`src/verilog/status_flags_pkg.sv`:
```
// constants and types shared by the device status flag logic
package status_flags_pkg;

   // ************************************************************
   // register access
   // ************************************************************
   localparam int ADDR_W = 8;
   localparam int DATA_W = 8;
   localparam logic [ADDR_W-1:0] MAIN_STATUS_ADDR  = 8'h01;
   localparam logic [ADDR_W-1:0] SUPPLY_FAULT_ADDR = 8'h02;

   // ************************************************************
   // main status register fields
   // ************************************************************
   localparam int MAIN_INIT_BIT     = 0;
   localparam int MAIN_RESET_BIT    = 1;
   localparam int MAIN_TESTMODE_BIT = 2;
   localparam int MAIN_SUPPLY_BIT   = 3;
   localparam int MAIN_MEMTEMP_BIT  = 4;
   localparam int MAIN_COMM_BIT     = 5;
   localparam int MAIN_RSVD_BIT     = 6;
   localparam int MAIN_DSP_BIT      = 7;
   localparam logic MAIN_RESET_RST  = 1'b1;

   // ************************************************************
   // supply fault register fields
   // ************************************************************
   localparam int SUP_LOW_BIT  = 7;
   localparam int SUP_AREG_BIT = 3;
   localparam int SUP_DREG_BIT = 2;
   localparam int SUP_PREG_BIT = 1;
   localparam int SUP_SEAL_BIT = 0;
   localparam int NUM_FAULTS   = 5;
   localparam logic [NUM_FAULTS-1:0] FAULT_RST = 5'h00;

   // ************************************************************
   // timing
   // ************************************************************
   localparam int CLK_MHZ  = 250;
   localparam int TICK_US  = 1;
   localparam int TICK_CYC = CLK_MHZ * TICK_US;
   localparam logic [7:0] TICK_LAST = 8'(TICK_CYC - 1);
   localparam int TMR_W    = 16;
   localparam int DEF_RECOV_US      = 100;
   localparam int DEF_DATA_VALID_US = 1000;

   // ************************************************************
   // initialization sequence
   // ************************************************************
   typedef enum logic [1:0] {
      INIT_BOOT,
      INIT_WAIT,
      INIT_DONE
   } init_state_t;

endpackage

```
`src/verilog/tick_timer_if.sv`:
```
// interface between a controller and a tick-driven countdown timer
`timescale 1ns/10ps
`default_nettype none

interface tick_timer_if;
   import status_flags_pkg::*;

   logic             load;
   logic             tick;
   logic [TMR_W-1:0] load_val;
   logic             busy;

   modport ctl (output load, output tick, output load_val, input busy);
   modport tmr (input load, input tick, input load_val, output busy);

endinterface

`default_nettype wire

```
`src/verilog/tick_timer.sv`:
```
// countdown timer stepped by a shared tick enable
`timescale 1ns/10ps
`default_nettype none

module tick_timer
   import status_flags_pkg::*;
(
   // clock and reset
   input  wire logic   clk,
   input  wire logic   rst_b,
   // control side
   tick_timer_if.tmr   t
);

   logic [TMR_W-1:0] cnt_q;
   logic [TMR_W-1:0] cnt_d;

   // load wins over counting, so a held load keeps the timer full
   assign cnt_d = t.load                      ? t.load_val :
                  (t.tick && (cnt_q != '0))   ? cnt_q - 16'h0001 :
                                                cnt_q;
   assign t.busy = (cnt_q != '0);

   // counter register
   always_ff @(posedge clk)
   begin
      if (!rst_b)
         cnt_q <= '0;
      else
         cnt_q <= cnt_d;
   end

endmodule

`default_nettype wire

```
`src/verilog/device_status_flags.sv`:
```
// main and supply fault status registers with their flag logic
//
// Function
// [RQ1] set the reset-occurred flag after every device reset
// [RQ2] clear reset-occurred on main status read or status-field transmit
// [RQ3] init flag set after reset, cleared once sensor data is valid
// [RQ4] supply fault bit 7 set when supply is below threshold
// [RQ5] supply fault bit 3 set when analog regulator is out of range
// [RQ6] supply fault bit 2 set when digital regulator is out of range
// [RQ7] supply fault bit 1 set when programming regulator out of range
// [RQ8] supply fault bit 0 set when the edge seal loop is broken
// [RQ9] one shared recovery timer serves every supply fault bit
// [RQ10] any active supply fault reloads the shared recovery timer
// [RQ11] fault-report-off control selects how supply fault bits clear
// [RQ12] host ignores supply fault flags while a reset sequence runs
// [RQ13] main status bit 3 is the OR of all supply fault bits
// [RQ14] both status registers are read-only, readable from either port
// [RQ15] a set in the same cycle as a clearing read keeps the flag
`timescale 1ns/10ps
`default_nettype none

module device_status_flags
   import status_flags_pkg::*;
#(
   parameter int unsigned RECOV_US      = DEF_RECOV_US,
   parameter int unsigned DATA_VALID_US = DEF_DATA_VALID_US
)
(
   // clock and reset
   input  wire logic                          CLK,
   input  wire logic                          RST_B,
   // soft reset request from the reset sequencer
   input  wire logic                          SOFT_RESET,
   // register read port shared by both serial interfaces
   input  wire logic                          RD_EN,
   input  wire logic [status_flags_pkg::ADDR_W-1:0] RD_ADDR,
   output logic      [status_flags_pkg::DATA_W-1:0] RD_DATA,
   output logic                               RD_VALID,
   output logic                               RD_HIT,
   // a data transfer carried the reset error in its status field
   input  wire logic                          STAT_TX_RESET_ACK,
   // supply monitors
   input  wire logic                          SUPPLY_LOW,
   input  wire logic                          ANALOG_REG_OOR,
   input  wire logic                          DIGITAL_REG_OOR,
   input  wire logic                          PROG_REG_OOR,
   input  wire logic                          EDGE_SEAL_BREAK,
   // control bit held in the write lock register
   input  wire logic                          SUPPLY_FAULT_REPORT_OFF,
   // summaries of status kept elsewhere
   input  wire logic                          DSP_FAULT,
   input  wire logic                          COMM_FAULT,
   input  wire logic                          MEMTEMP_FAULT,
   input  wire logic                          TEST_MODE,
   // flag outputs
   output logic                               RESET_OCCURRED,
   output logic                               INIT_IN_PROGRESS,
   output logic                               SUPPLY_ERROR
);

   // ************************************************************
   // timing counts
   // ************************************************************

   // waits are least times, so round up to whole ticks
   localparam logic [TMR_W-1:0] RECOV_TICKS =
      TMR_W'((RECOV_US + TICK_US - 1) / TICK_US);
   localparam logic [TMR_W-1:0] DATA_VALID_TICKS =
      TMR_W'((DATA_VALID_US + TICK_US - 1) / TICK_US);

   // ************************************************************
   // declarations
   // ************************************************************

   logic [7:0]            div_q;
   logic [7:0]            div_d;
   logic                  tick;

   init_state_t           init_q;
   init_state_t           init_d;

   logic                  reset_occurred_flag_q;
   logic                  reset_occurred_flag_d;
   logic                  init_in_progress_flag;

   logic [NUM_FAULTS-1:0] fault_in;
   logic [NUM_FAULTS-1:0] fault_q;
   logic [NUM_FAULTS-1:0] fault_d;
   logic                  any_fault_in;
   logic                  fault_clear;
   logic                  supply_err_sum;

   logic                  rd_main;
   logic                  rd_supply;
   logic                  rd_hit;
   logic [DATA_W-1:0]     main_status_reg;
   logic [DATA_W-1:0]     supply_fault_reg;
   logic [DATA_W-1:0]     rd_mux;

   logic [DATA_W-1:0]     rd_data_q;
   logic                  rd_valid_q;
   logic                  rd_hit_q;
   logic                  reset_out_q;
   logic                  init_out_q;
   logic                  supply_out_q;

   tick_timer_if          recov_t ();
   tick_timer_if          dv_t ();

   // ************************************************************
   // microsecond tick divider
   // ************************************************************

   // one enable pulse per tick keeps both timers on a single clock
   assign tick  = (div_q == TICK_LAST);
   assign div_d = tick ? 8'h00 : div_q + 8'h01;

   always_ff @(posedge CLK)
   begin
      if (!RST_B)
         div_q <= 8'h00;
      else
         div_q <= div_d;
   end

   // ************************************************************
   // initialization sequence
   // ************************************************************

   // boot loads the data-valid timer, wait runs it out
   always_comb
   begin
      init_d = init_q;
      unique case (init_q)
         INIT_BOOT: init_d = INIT_WAIT;
         INIT_WAIT: init_d = dv_t.busy ? INIT_WAIT : INIT_DONE;
         INIT_DONE: init_d = INIT_DONE;
      endcase
      if (SOFT_RESET)
         init_d = INIT_BOOT;
   end

   always_ff @(posedge CLK)
   begin
      if (!RST_B)
         init_q <= INIT_BOOT;        // [RQ3]
      else
         init_q <= init_d;
   end

   // timer reloads on every boot, so a soft reset restarts the wait
   assign dv_t.load     = (init_q == INIT_BOOT);
   assign dv_t.tick     = tick;
   assign dv_t.load_val = DATA_VALID_TICKS;

   tick_timer u_dv_timer (
      .clk   (CLK),
      .rst_b (RST_B),
      .t     (dv_t)
   );

   // flag stays up until the data-valid wait has expired
   assign init_in_progress_flag = (init_q != INIT_DONE);   // [RQ3]

   // ************************************************************
   // register reads
   // ************************************************************

   // both interfaces arrive through this one port; no write path
   assign rd_main   = RD_EN && (RD_ADDR == MAIN_STATUS_ADDR);   // [RQ14]
   assign rd_supply = RD_EN && (RD_ADDR == SUPPLY_FAULT_ADDR);  // [RQ14]
   assign rd_hit    = rd_main || rd_supply;

   // ************************************************************
   // reset-occurred flag
   // ************************************************************

   // set has priority: a soft reset during a clearing read survives
   assign reset_occurred_flag_d =
      SOFT_RESET                        ? 1'b1 :        // [RQ1] [RQ15]
      (rd_main || STAT_TX_RESET_ACK)    ? 1'b0 :        // [RQ2]
                                          reset_occurred_flag_q;

   always_ff @(posedge CLK)
   begin
      if (!RST_B)
         reset_occurred_flag_q <= MAIN_RESET_RST;      // [RQ1]
      else
         reset_occurred_flag_q <= reset_occurred_flag_d;
   end

   // ************************************************************
   // supply fault flags and shared recovery timer
   // ************************************************************

   // monitor inputs in register bit order, high to low
   assign fault_in = {SUPPLY_LOW,        // [RQ4]
                      ANALOG_REG_OOR,    // [RQ5]
                      DIGITAL_REG_OOR,   // [RQ6]
                      PROG_REG_OOR,      // [RQ7]
                      EDGE_SEAL_BREAK};  // [RQ8]
   assign any_fault_in = |fault_in;

   // one timer for all bits, held full while any fault is present
   assign recov_t.load     = any_fault_in;                // [RQ9] [RQ10]
   assign recov_t.tick     = tick;
   assign recov_t.load_val = RECOV_TICKS;

   tick_timer u_recov_timer (
      .clk   (CLK),
      .rst_b (RST_B),
      .t     (recov_t)
   );

   // report on: clear when recovered; report off: also needs a read
   assign fault_clear = !recov_t.busy && !any_fault_in &&
                        (!SUPPLY_FAULT_REPORT_OFF || rd_supply); // [RQ11]

   // an active monitor always wins over the clear
   assign fault_d = fault_in |
                    (fault_clear ? FAULT_RST : fault_q);   // [RQ15]

   always_ff @(posedge CLK)
   begin
      if (!RST_B)
         fault_q <= FAULT_RST;
      else
         fault_q <= fault_d;
   end

   // flags can be stale during a reset sequence; the host skips them
   assign supply_err_sum = |fault_q;                        // [RQ13]

   // ************************************************************
   // register images
   // ************************************************************

   always_comb
   begin
      main_status_reg                    = '0;
      main_status_reg[MAIN_INIT_BIT]     = init_in_progress_flag;
      main_status_reg[MAIN_RESET_BIT]    = reset_occurred_flag_q;
      main_status_reg[MAIN_TESTMODE_BIT] = TEST_MODE;
      main_status_reg[MAIN_SUPPLY_BIT]   = supply_err_sum;  // [RQ13]
      main_status_reg[MAIN_MEMTEMP_BIT]  = MEMTEMP_FAULT;
      main_status_reg[MAIN_COMM_BIT]     = COMM_FAULT;
      main_status_reg[MAIN_RSVD_BIT]     = 1'b0;
      main_status_reg[MAIN_DSP_BIT]      = DSP_FAULT;
   end

   // unused bits read as zero
   always_comb
   begin
      supply_fault_reg               = '0;
      supply_fault_reg[SUP_LOW_BIT]  = fault_q[4];
      supply_fault_reg[SUP_AREG_BIT] = fault_q[3];
      supply_fault_reg[SUP_DREG_BIT] = fault_q[2];
      supply_fault_reg[SUP_PREG_BIT] = fault_q[1];
      supply_fault_reg[SUP_SEAL_BIT] = fault_q[0];
   end

   // value captured is the one before any read clear takes effect
   assign rd_mux = rd_main   ? main_status_reg :
                   rd_supply ? supply_fault_reg :
                               '0;

   // ************************************************************
   // read answer and flag outputs
   // ************************************************************

   always_ff @(posedge CLK)
   begin
      if (!RST_B)
      begin
         rd_data_q  <= '0;
         rd_valid_q <= 1'b0;
         rd_hit_q   <= 1'b0;
      end
      else
      begin
         rd_data_q  <= rd_mux;                              // [RQ14]
         rd_valid_q <= RD_EN;
         rd_hit_q   <= rd_hit;
      end
   end

   // outputs follow the flags one cycle later, from flops
   always_ff @(posedge CLK)
   begin
      if (!RST_B)
      begin
         reset_out_q  <= 1'b1;
         init_out_q   <= 1'b1;
         supply_out_q <= 1'b0;
      end
      else
      begin
         reset_out_q  <= reset_occurred_flag_q;
         init_out_q   <= init_in_progress_flag;
         supply_out_q <= supply_err_sum;
      end
   end

   assign RD_DATA          = rd_data_q;
   assign RD_VALID         = rd_valid_q;
   assign RD_HIT           = rd_hit_q;
   assign RESET_OCCURRED   = reset_out_q;
   assign INIT_IN_PROGRESS = init_out_q;
   assign SUPPLY_ERROR     = supply_out_q;

endmodule

`default_nettype wire

```
`config.mk`:
```
export PLATFORM = sky130hd
export DESIGN_NAME = device_status_flags
export DESIGN_NICKNAME = d
export VERILOG_FILES = /design/src/verilog/status_flags_pkg.sv /design/src/verilog/tick_timer_if.sv /design/src/verilog/tick_timer.sv /design/src/verilog/device_status_flags.sv
export SDC_FILE = /design/constraint.sdc
export NUM_CORES = 1
export LEC_CHECK = 0
export ABC_AREA = 1
export BUFFER_PORTS_ARGS = -buffer_cell sky130_fd_sc_hd__buf_2
export CAP_MARGIN = 30
export CORE_MARGIN = 1.5
export CORE_UTILIZATION = 63
export DETAILED_ROUTE_END_ITERATION = 12
export PLACE_DENSITY = 0.9
export SLEW_MARGIN = 40
export SYNTH_ARGS = -nofsm -noshare
export SYNTH_HDL_FRONTEND = slang
export SYNTH_SLANG_ARGS = --single-unit
```
`constraint.sdc`:
```
create_clock -name CLK -period 2.2 [get_ports CLK]
set_input_delay 0.11 -clock CLK [delete_from_list [all_inputs] [get_ports CLK]]
set_output_delay 0.11 -clock CLK [all_outputs]
set_load 0.005 [all_outputs]
```
* Word-level counts from Yosys, hierarchy flattened *
Index checks and enable logic that the tools add are counted.

storage, ports and cells
  register bits after elaboration = 61
  latch bits = 0
  memory bits (writable) = 0
  ROM bits = 0
  input bits = 23
  output and inout port bits = 13
  memories kept = 0

cells by class
  add/subtract/negate cells = 3
  $mul = 0
  divide/modulo/power cells = 0
  magnitude comparators = 0
  equality and inequality tests = 6
  shifts and indexed selects = 0
  multiplexer cells = 9
  bitwise logic cells = 2
  reduce and logical (&&, ||, !) cells = 24

operator list
  kind                     count
  $reduce_bool A16 Y1      2
  $sub A16 B1 Y16 const B  2
  $mux W10                 2
  $mux W8                  2
  $mux W7                  2
  $reduce_or A5 Y1         2
  $add A8 B1 Y8 const B    1
  $eq A8 B1 Y1 const B     1
  $eq A8 B2 Y1 const B     1
  $eq A8 B8 Y1 const B     1
  $reduce_or A2 Y1         4
  $logic_and A1 B1 Y1      6
  $pmux W2 S3              1
  $reduce_or A6 Y1         1
  $mux W5                  1
  $or A5 B5 Y5             1
  $reduce_bool A2 Y1       2
  $logic_not A1 Y1         3
  $logic_or A1 B1 Y1       3
  $eq A2 B1 Y1 const B     1
  $eq A2 B2 Y1 const B     1
  $logic_not A2 Y1         1
  $mux W2                  1
  $ne A2 B2 Y1 const B     1
  $not A1 Y1               1

* Logic depth before layout (Yosys ltp) *
  word-level depth = 6
  gate-level depth with buffers = 11

* Cells and area by module *
A second synthesis with hierarchy kept.

second synthesis, totals
  cell total of the unflattened synthesis = 558
  area, all modules = 3,585.9 um^2

by module, submodules not included
  module               times used  cells an instance  area an instance (um^2)  seq. area each (um^2)
  tick_timer           2           205                1,204.9                  320.3
  device_status_flags  1           148                1,176.1                  560.5

* Worst setup path before layout *
No wires, ideal clock.

  path type = register -> register
  start point = register u_dv_timer.cnt_q[0]
  end point = register u_dv_timer.cnt_q[3]
  setup time = 0.117 ns
  arrival = 1.325 ns
  required time = 2.083 ns
  setup slack = 0.757 ns
  cell stages (with the launch flop) = 11
  path buffers = 1
  period minus slack after synthesis = 1.443 ns
  cell sequence = dfxtp_1 inv_1 ha_1 nand2_2 nor2_2 nand2_2 buf_6 nand3b_1 nand2_1 nor2_1 nor2_1

between the ends
  word-level cells in the longest chain between the ends = 3
  elaborated cells on any way between the ends = 6

RTL lines
  item                                                           RTL line          source
  start, declared                                                tick_timer.sv:15  logic [TMR_W-1:0] cnt_q;
  start signal, assigned                                         tick_timer.sv:30  cnt_q <= cnt_d;
  $sub A16 B1 Y16 / $reduce_bool A16 Y1 (equally long branches)  tick_timer.sv:20  (t.tick && (cnt_q != '0)) ? cnt_q - 16'h0001 :
  $mux W10 / $logic_and A1 B1 Y1 (equally long branches)         tick_timer.sv:20
  $mux W10 / $reduce_bool A2 Y1 (equally long branches)          -

Several ways; a longest one is shown, not always the timed one. The select of a mux whose other input is x is not followed.
A chain may end at the register's enable or synchronous reset.

* Worst setup path after layout *
  start point = register div_q[0]
  end point = register u_recov_timer.cnt_q[3]

between the ends
  word-level cells in the longest chain between the ends = 2

RTL lines
  item                    RTL line                    source
  start, declared         device_status_flags.sv:75   logic [7:0] div_q;
  start signal, assigned  device_status_flags.sv:123  div_q <= div_d;
  $eq A8 B8 Y1            device_status_flags.sv:115  assign tick = (div_q == TICK_LAST);
  $logic_and A1 B1 Y1     tick_timer.sv:20
  end signal, assigned    tick_timer.sv:30
  end, declared           tick_timer.sv:15

No other way between the ends.

==> out/metrics.cfg <==
[floorplanning]
initial_utilization_pct = 67.1
floorplan.die.width_um = 74.9
fp.dieArea_um2 = 5610
die_y_um = 74.9
placement_rows = 25
design.core.area_um2 = 4850
pin_count = 36

[global_route]
gr-max-usage-layer = met2
grt_max_degree = 22
grt_use_met1_pct = 35.4
use_met3_pct = 7.23
grt_pass1_wl_mm = 12.3
grt_util_met2_pct = 49.0
grt-ovfl-total = 0
antenna_found_initial = 0
gr-usage-all-layers_pct = 28.8
grt_pass1_vias = 2886

[setup_path]
critical_path_class = reg -> reg
worstPathMaxFanout = 21
worstPathRequired_ns = 2.47
worstReg2RegEnd = u_recov_timer.cnt_q[3]
worstPathArrival_ns = 2.03
r2r_start = div_q[0]
worst_r2r_path_depth = 7
crit_path_start_kind = flop
critPathCaptureType = flop
regToRegSetupSlack_ns = 0.45

[placement]
finalWeightedCongestion = 0.872
port_buffers = 34
placement.setup.worst_slack_ns = 0.521
detailedPlacementHpwl_mm = 4.91

[drt]
num_vias = 3140
wl_mm = 7.27
antenna_left = 0
drt-vias-per-instance = 5.28
post-route-drc-count = 0
drt-wirelength-per-cell_um = 12.2
drt_pre_antenna_iters = 7
first_iter_violations = 242

[logic_synthesis]
synth_fp_nets = 513
yosysWarningCount = 0
post_synth_num_cell_types = 36
synth_async_sr_flop_share_pct = 0
seq_cells_post_synth = 60
dominantRegCellSynth = dfxtp_1
yosysSeqAreaShare_pct = 36.9
mappedNetlistArea_um2 = 3260
avgSynthCellArea_um2 = 6.75
synth_edf_count = 0
synth_cells = 482

[timing]
max_freq_ghz = 0.570
hold_viol_final = 0
tightestPinTransition_ns = 0.557
setup_ws_ns = 0.445
rsz0062_at_grt = no
period_utilization_pct = 79.8
skew_ns = 0.00938
slew_headroom_pct = 62.8
finalSetupViolations = 0
timing.final.max_slew_violations = 0
final_period_minus_worst_setup_slack_ns = 1.75
setup_tns_ns = 0

[finish]
area_delta_synth_final_pct = 13.0
fin_nets = 554
fraction_of_final_layout_cells_with_drive_strength_greater_than_1_pct = 14.8
num-fill-cells = 352
antenna_diode_count = 0

[cts]
clockRootBuffer = clkbuf_8
post_cts.resized_instances = 0
cts_htree_levels = 3
cts_setup_buffers = 0
clock_tree_buf_depth = 2
tritoncts.num_buffers = 9
clk_pin_slew_worst_paths_ns = 0.07
clk-insertion-delay-late_ns = 0.34
tritoncts_num_sinks = 60
cts_tree = yes
cts_hold_repair.buffers = 5

[min_path]
hp-start = SOFT_RESET
min_delay_path_depth = 3
min_delay_worst_endpoint = reset_occurred_flag_q
hold_path_class = in -> reg

[power]
ir_drop_uv = 462
leakage_nw = 1.81
power_density_nw_per_um2 = 656

[run]
max-cap-violations = 0

[status]
status = completed

stage by stage:
stage / total power, mW / hold WS (ns) / cell area (um^2) / util (%) / std cells
finish: 2.41 / 0.00676 / 3680 / 75.9 / 595
global route: 2.50 / 0.0238 / 3680 / 75.9 / 595
CTS: 2.42 / 0.00529 / 3680 / 75.9 / 595
detailed placement: 1.34 / 0.311 / 3410 / 70.4 / 574
global placement: 1.33 / 0.299 / 3410 / 70.4 / 574
floorplan: 1.29 / 0.203 / 3260 / - / 482
critical path, cell delays in order (launching register included):
cell and delay (ns):
dfxtp_1 0.38, ha_1 0.22, nand3b_4 0.11, nor2_8 0.31
nand2_4 0.18, inv_2 0.21, nand2_1 0.12, a21oi_2 0.14
synth_stat cells (2+ instances only):
cell type / n / area, um^2
buf_2: 3 / 15.0
inv_1: 62 / 233
xnor2_1: 2 / 17.5
nor2_2: 3 / 18.8
o21ai_0: 4 / 20.0
nand4_1: 11 / 68.8
nor2_1: 73 / 274
nand3_1: 31 / 155
nor3_1: 4 / 20.0
nand3b_1: 8 / 60.1
a21oi_2: 9 / 78.8
dfxtp_1: 60 / 1200
inv_2: 4 / 15.0
buf_12: 2 / 40.0
a21oi_1: 23 / 115
o21ai_1: 2 / 10.0
nand2_1: 143 / 537
nor3b_1: 2 / 15.0
nand2_4: 4 / 45.0
ha_1: 8 / 100
nand2_2: 4 / 25.0
xor2_1: 5 / 43.8
buf_6: 2 / 22.5
sequential cells by signal (all words and copies together), names as in the netlist:
| signal | count |
|---|---|
| u_dv_timer.cnt_q | 16 |
| u_recov_timer.cnt_q | 16 |
| div_q | 8 |
| RD_DATA | 7 |
| fault_q | 5 |
| init_q | 2 |
| INIT_IN_PROGRESS | 1 |
| RD_HIT | 1 |
| RD_VALID | 1 |
| RESET_OCCURRED | 1 |
| SUPPLY_ERROR | 1 |
| reset_occurred_flag_q | 1 |
final cells by class:
type                    instances  area, um^2  share of cell area, %
multi-input cells             346        1700                   46.3
flip-flops and latches         60        1200                   32.7
well taps                      67        83.8                   2.28
clock buffers                  10         128                   3.47
clock inverters                 6        88.8                   2.41
inverters                      66         248                   6.73
repair buffers                 40         228                   6.19
report_power, final:
group / internal [mW] / switching [mW]
clock: 0.637 / 0.445
sequential: 1.11 / 0.0255
combinational: 0.0749 / 0.117
total: 1.83 / 0.588
layer usage:
| metal | up-vias | wire length (um) |
|---|---|---|
| met5 | - | 0 |
| met4 | 0 | 127 |
| met3 | 20 | 392 |
| met2 | 128 | 3510 |
| met1 | 1413 | 3240 |
| li1 | 1579 | - |
cells in the final DEF, fill, tap and decap left out, drive strengths merged:
cell	Yosys	routed
nor3b	2	2
bufinv	0	2
nand3	31	31
or2	1	1
inv	66	66
nand3b	9	9
clkinvlp	0	2
clkinv	0	2
nor2	78	78
o211ai	1	1
nand4	11	11
dlygate4sd3	0	5
buf	9	35
a21o	1	1
nor3	4	4
clkbuf	1	10
a21oi	32	32
conb	1	1
xor2	5	5
dfxtp	60	60
o21ai	6	6
xnor2	2	2
ha	8	8
and3	1	1
nand2	151	151
o21a	1	1
a211oi	1	1
worst max-delay path by stage:
stage                   startpoint  depth (start not counted)                      to
2_1_floorplan  u_dv_timer.cnt_q[0]                         10     u_dv_timer.cnt_q[3]
4_1_cts                   div_q[0]                          7  u_recov_timer.cnt_q[3]
3_5_place_dp              div_q[0]                          7  u_recov_timer.cnt_q[0]
5_1_grt                   div_q[0]                          7  u_recov_timer.cnt_q[3]
6_report                  div_q[0]                          7  u_recov_timer.cnt_q[3]
3_3_place_gp   u_dv_timer.cnt_q[0]                          9     u_dv_timer.cnt_q[1]
cell families (layout without fill, tap and decap cells):
| family | after synthesis | after routing | synth area share [%] |
|---|---|---|---|
| buf+inv | 76 | 122 | 10.8 |
| simple gates | 288 | 288 | 39.4 |
| fa+ha+maj | 8 | 8 | 3.07 |
| other cells | 1 | 1 | 0.115 |
| compound gates | 42 | 42 | 7.80 |
| flops | 60 | 60 | 36.9 |
| xor+xnor | 7 | 7 | 1.88 |
Note: power is estimated with default switching activity, not from simulation.
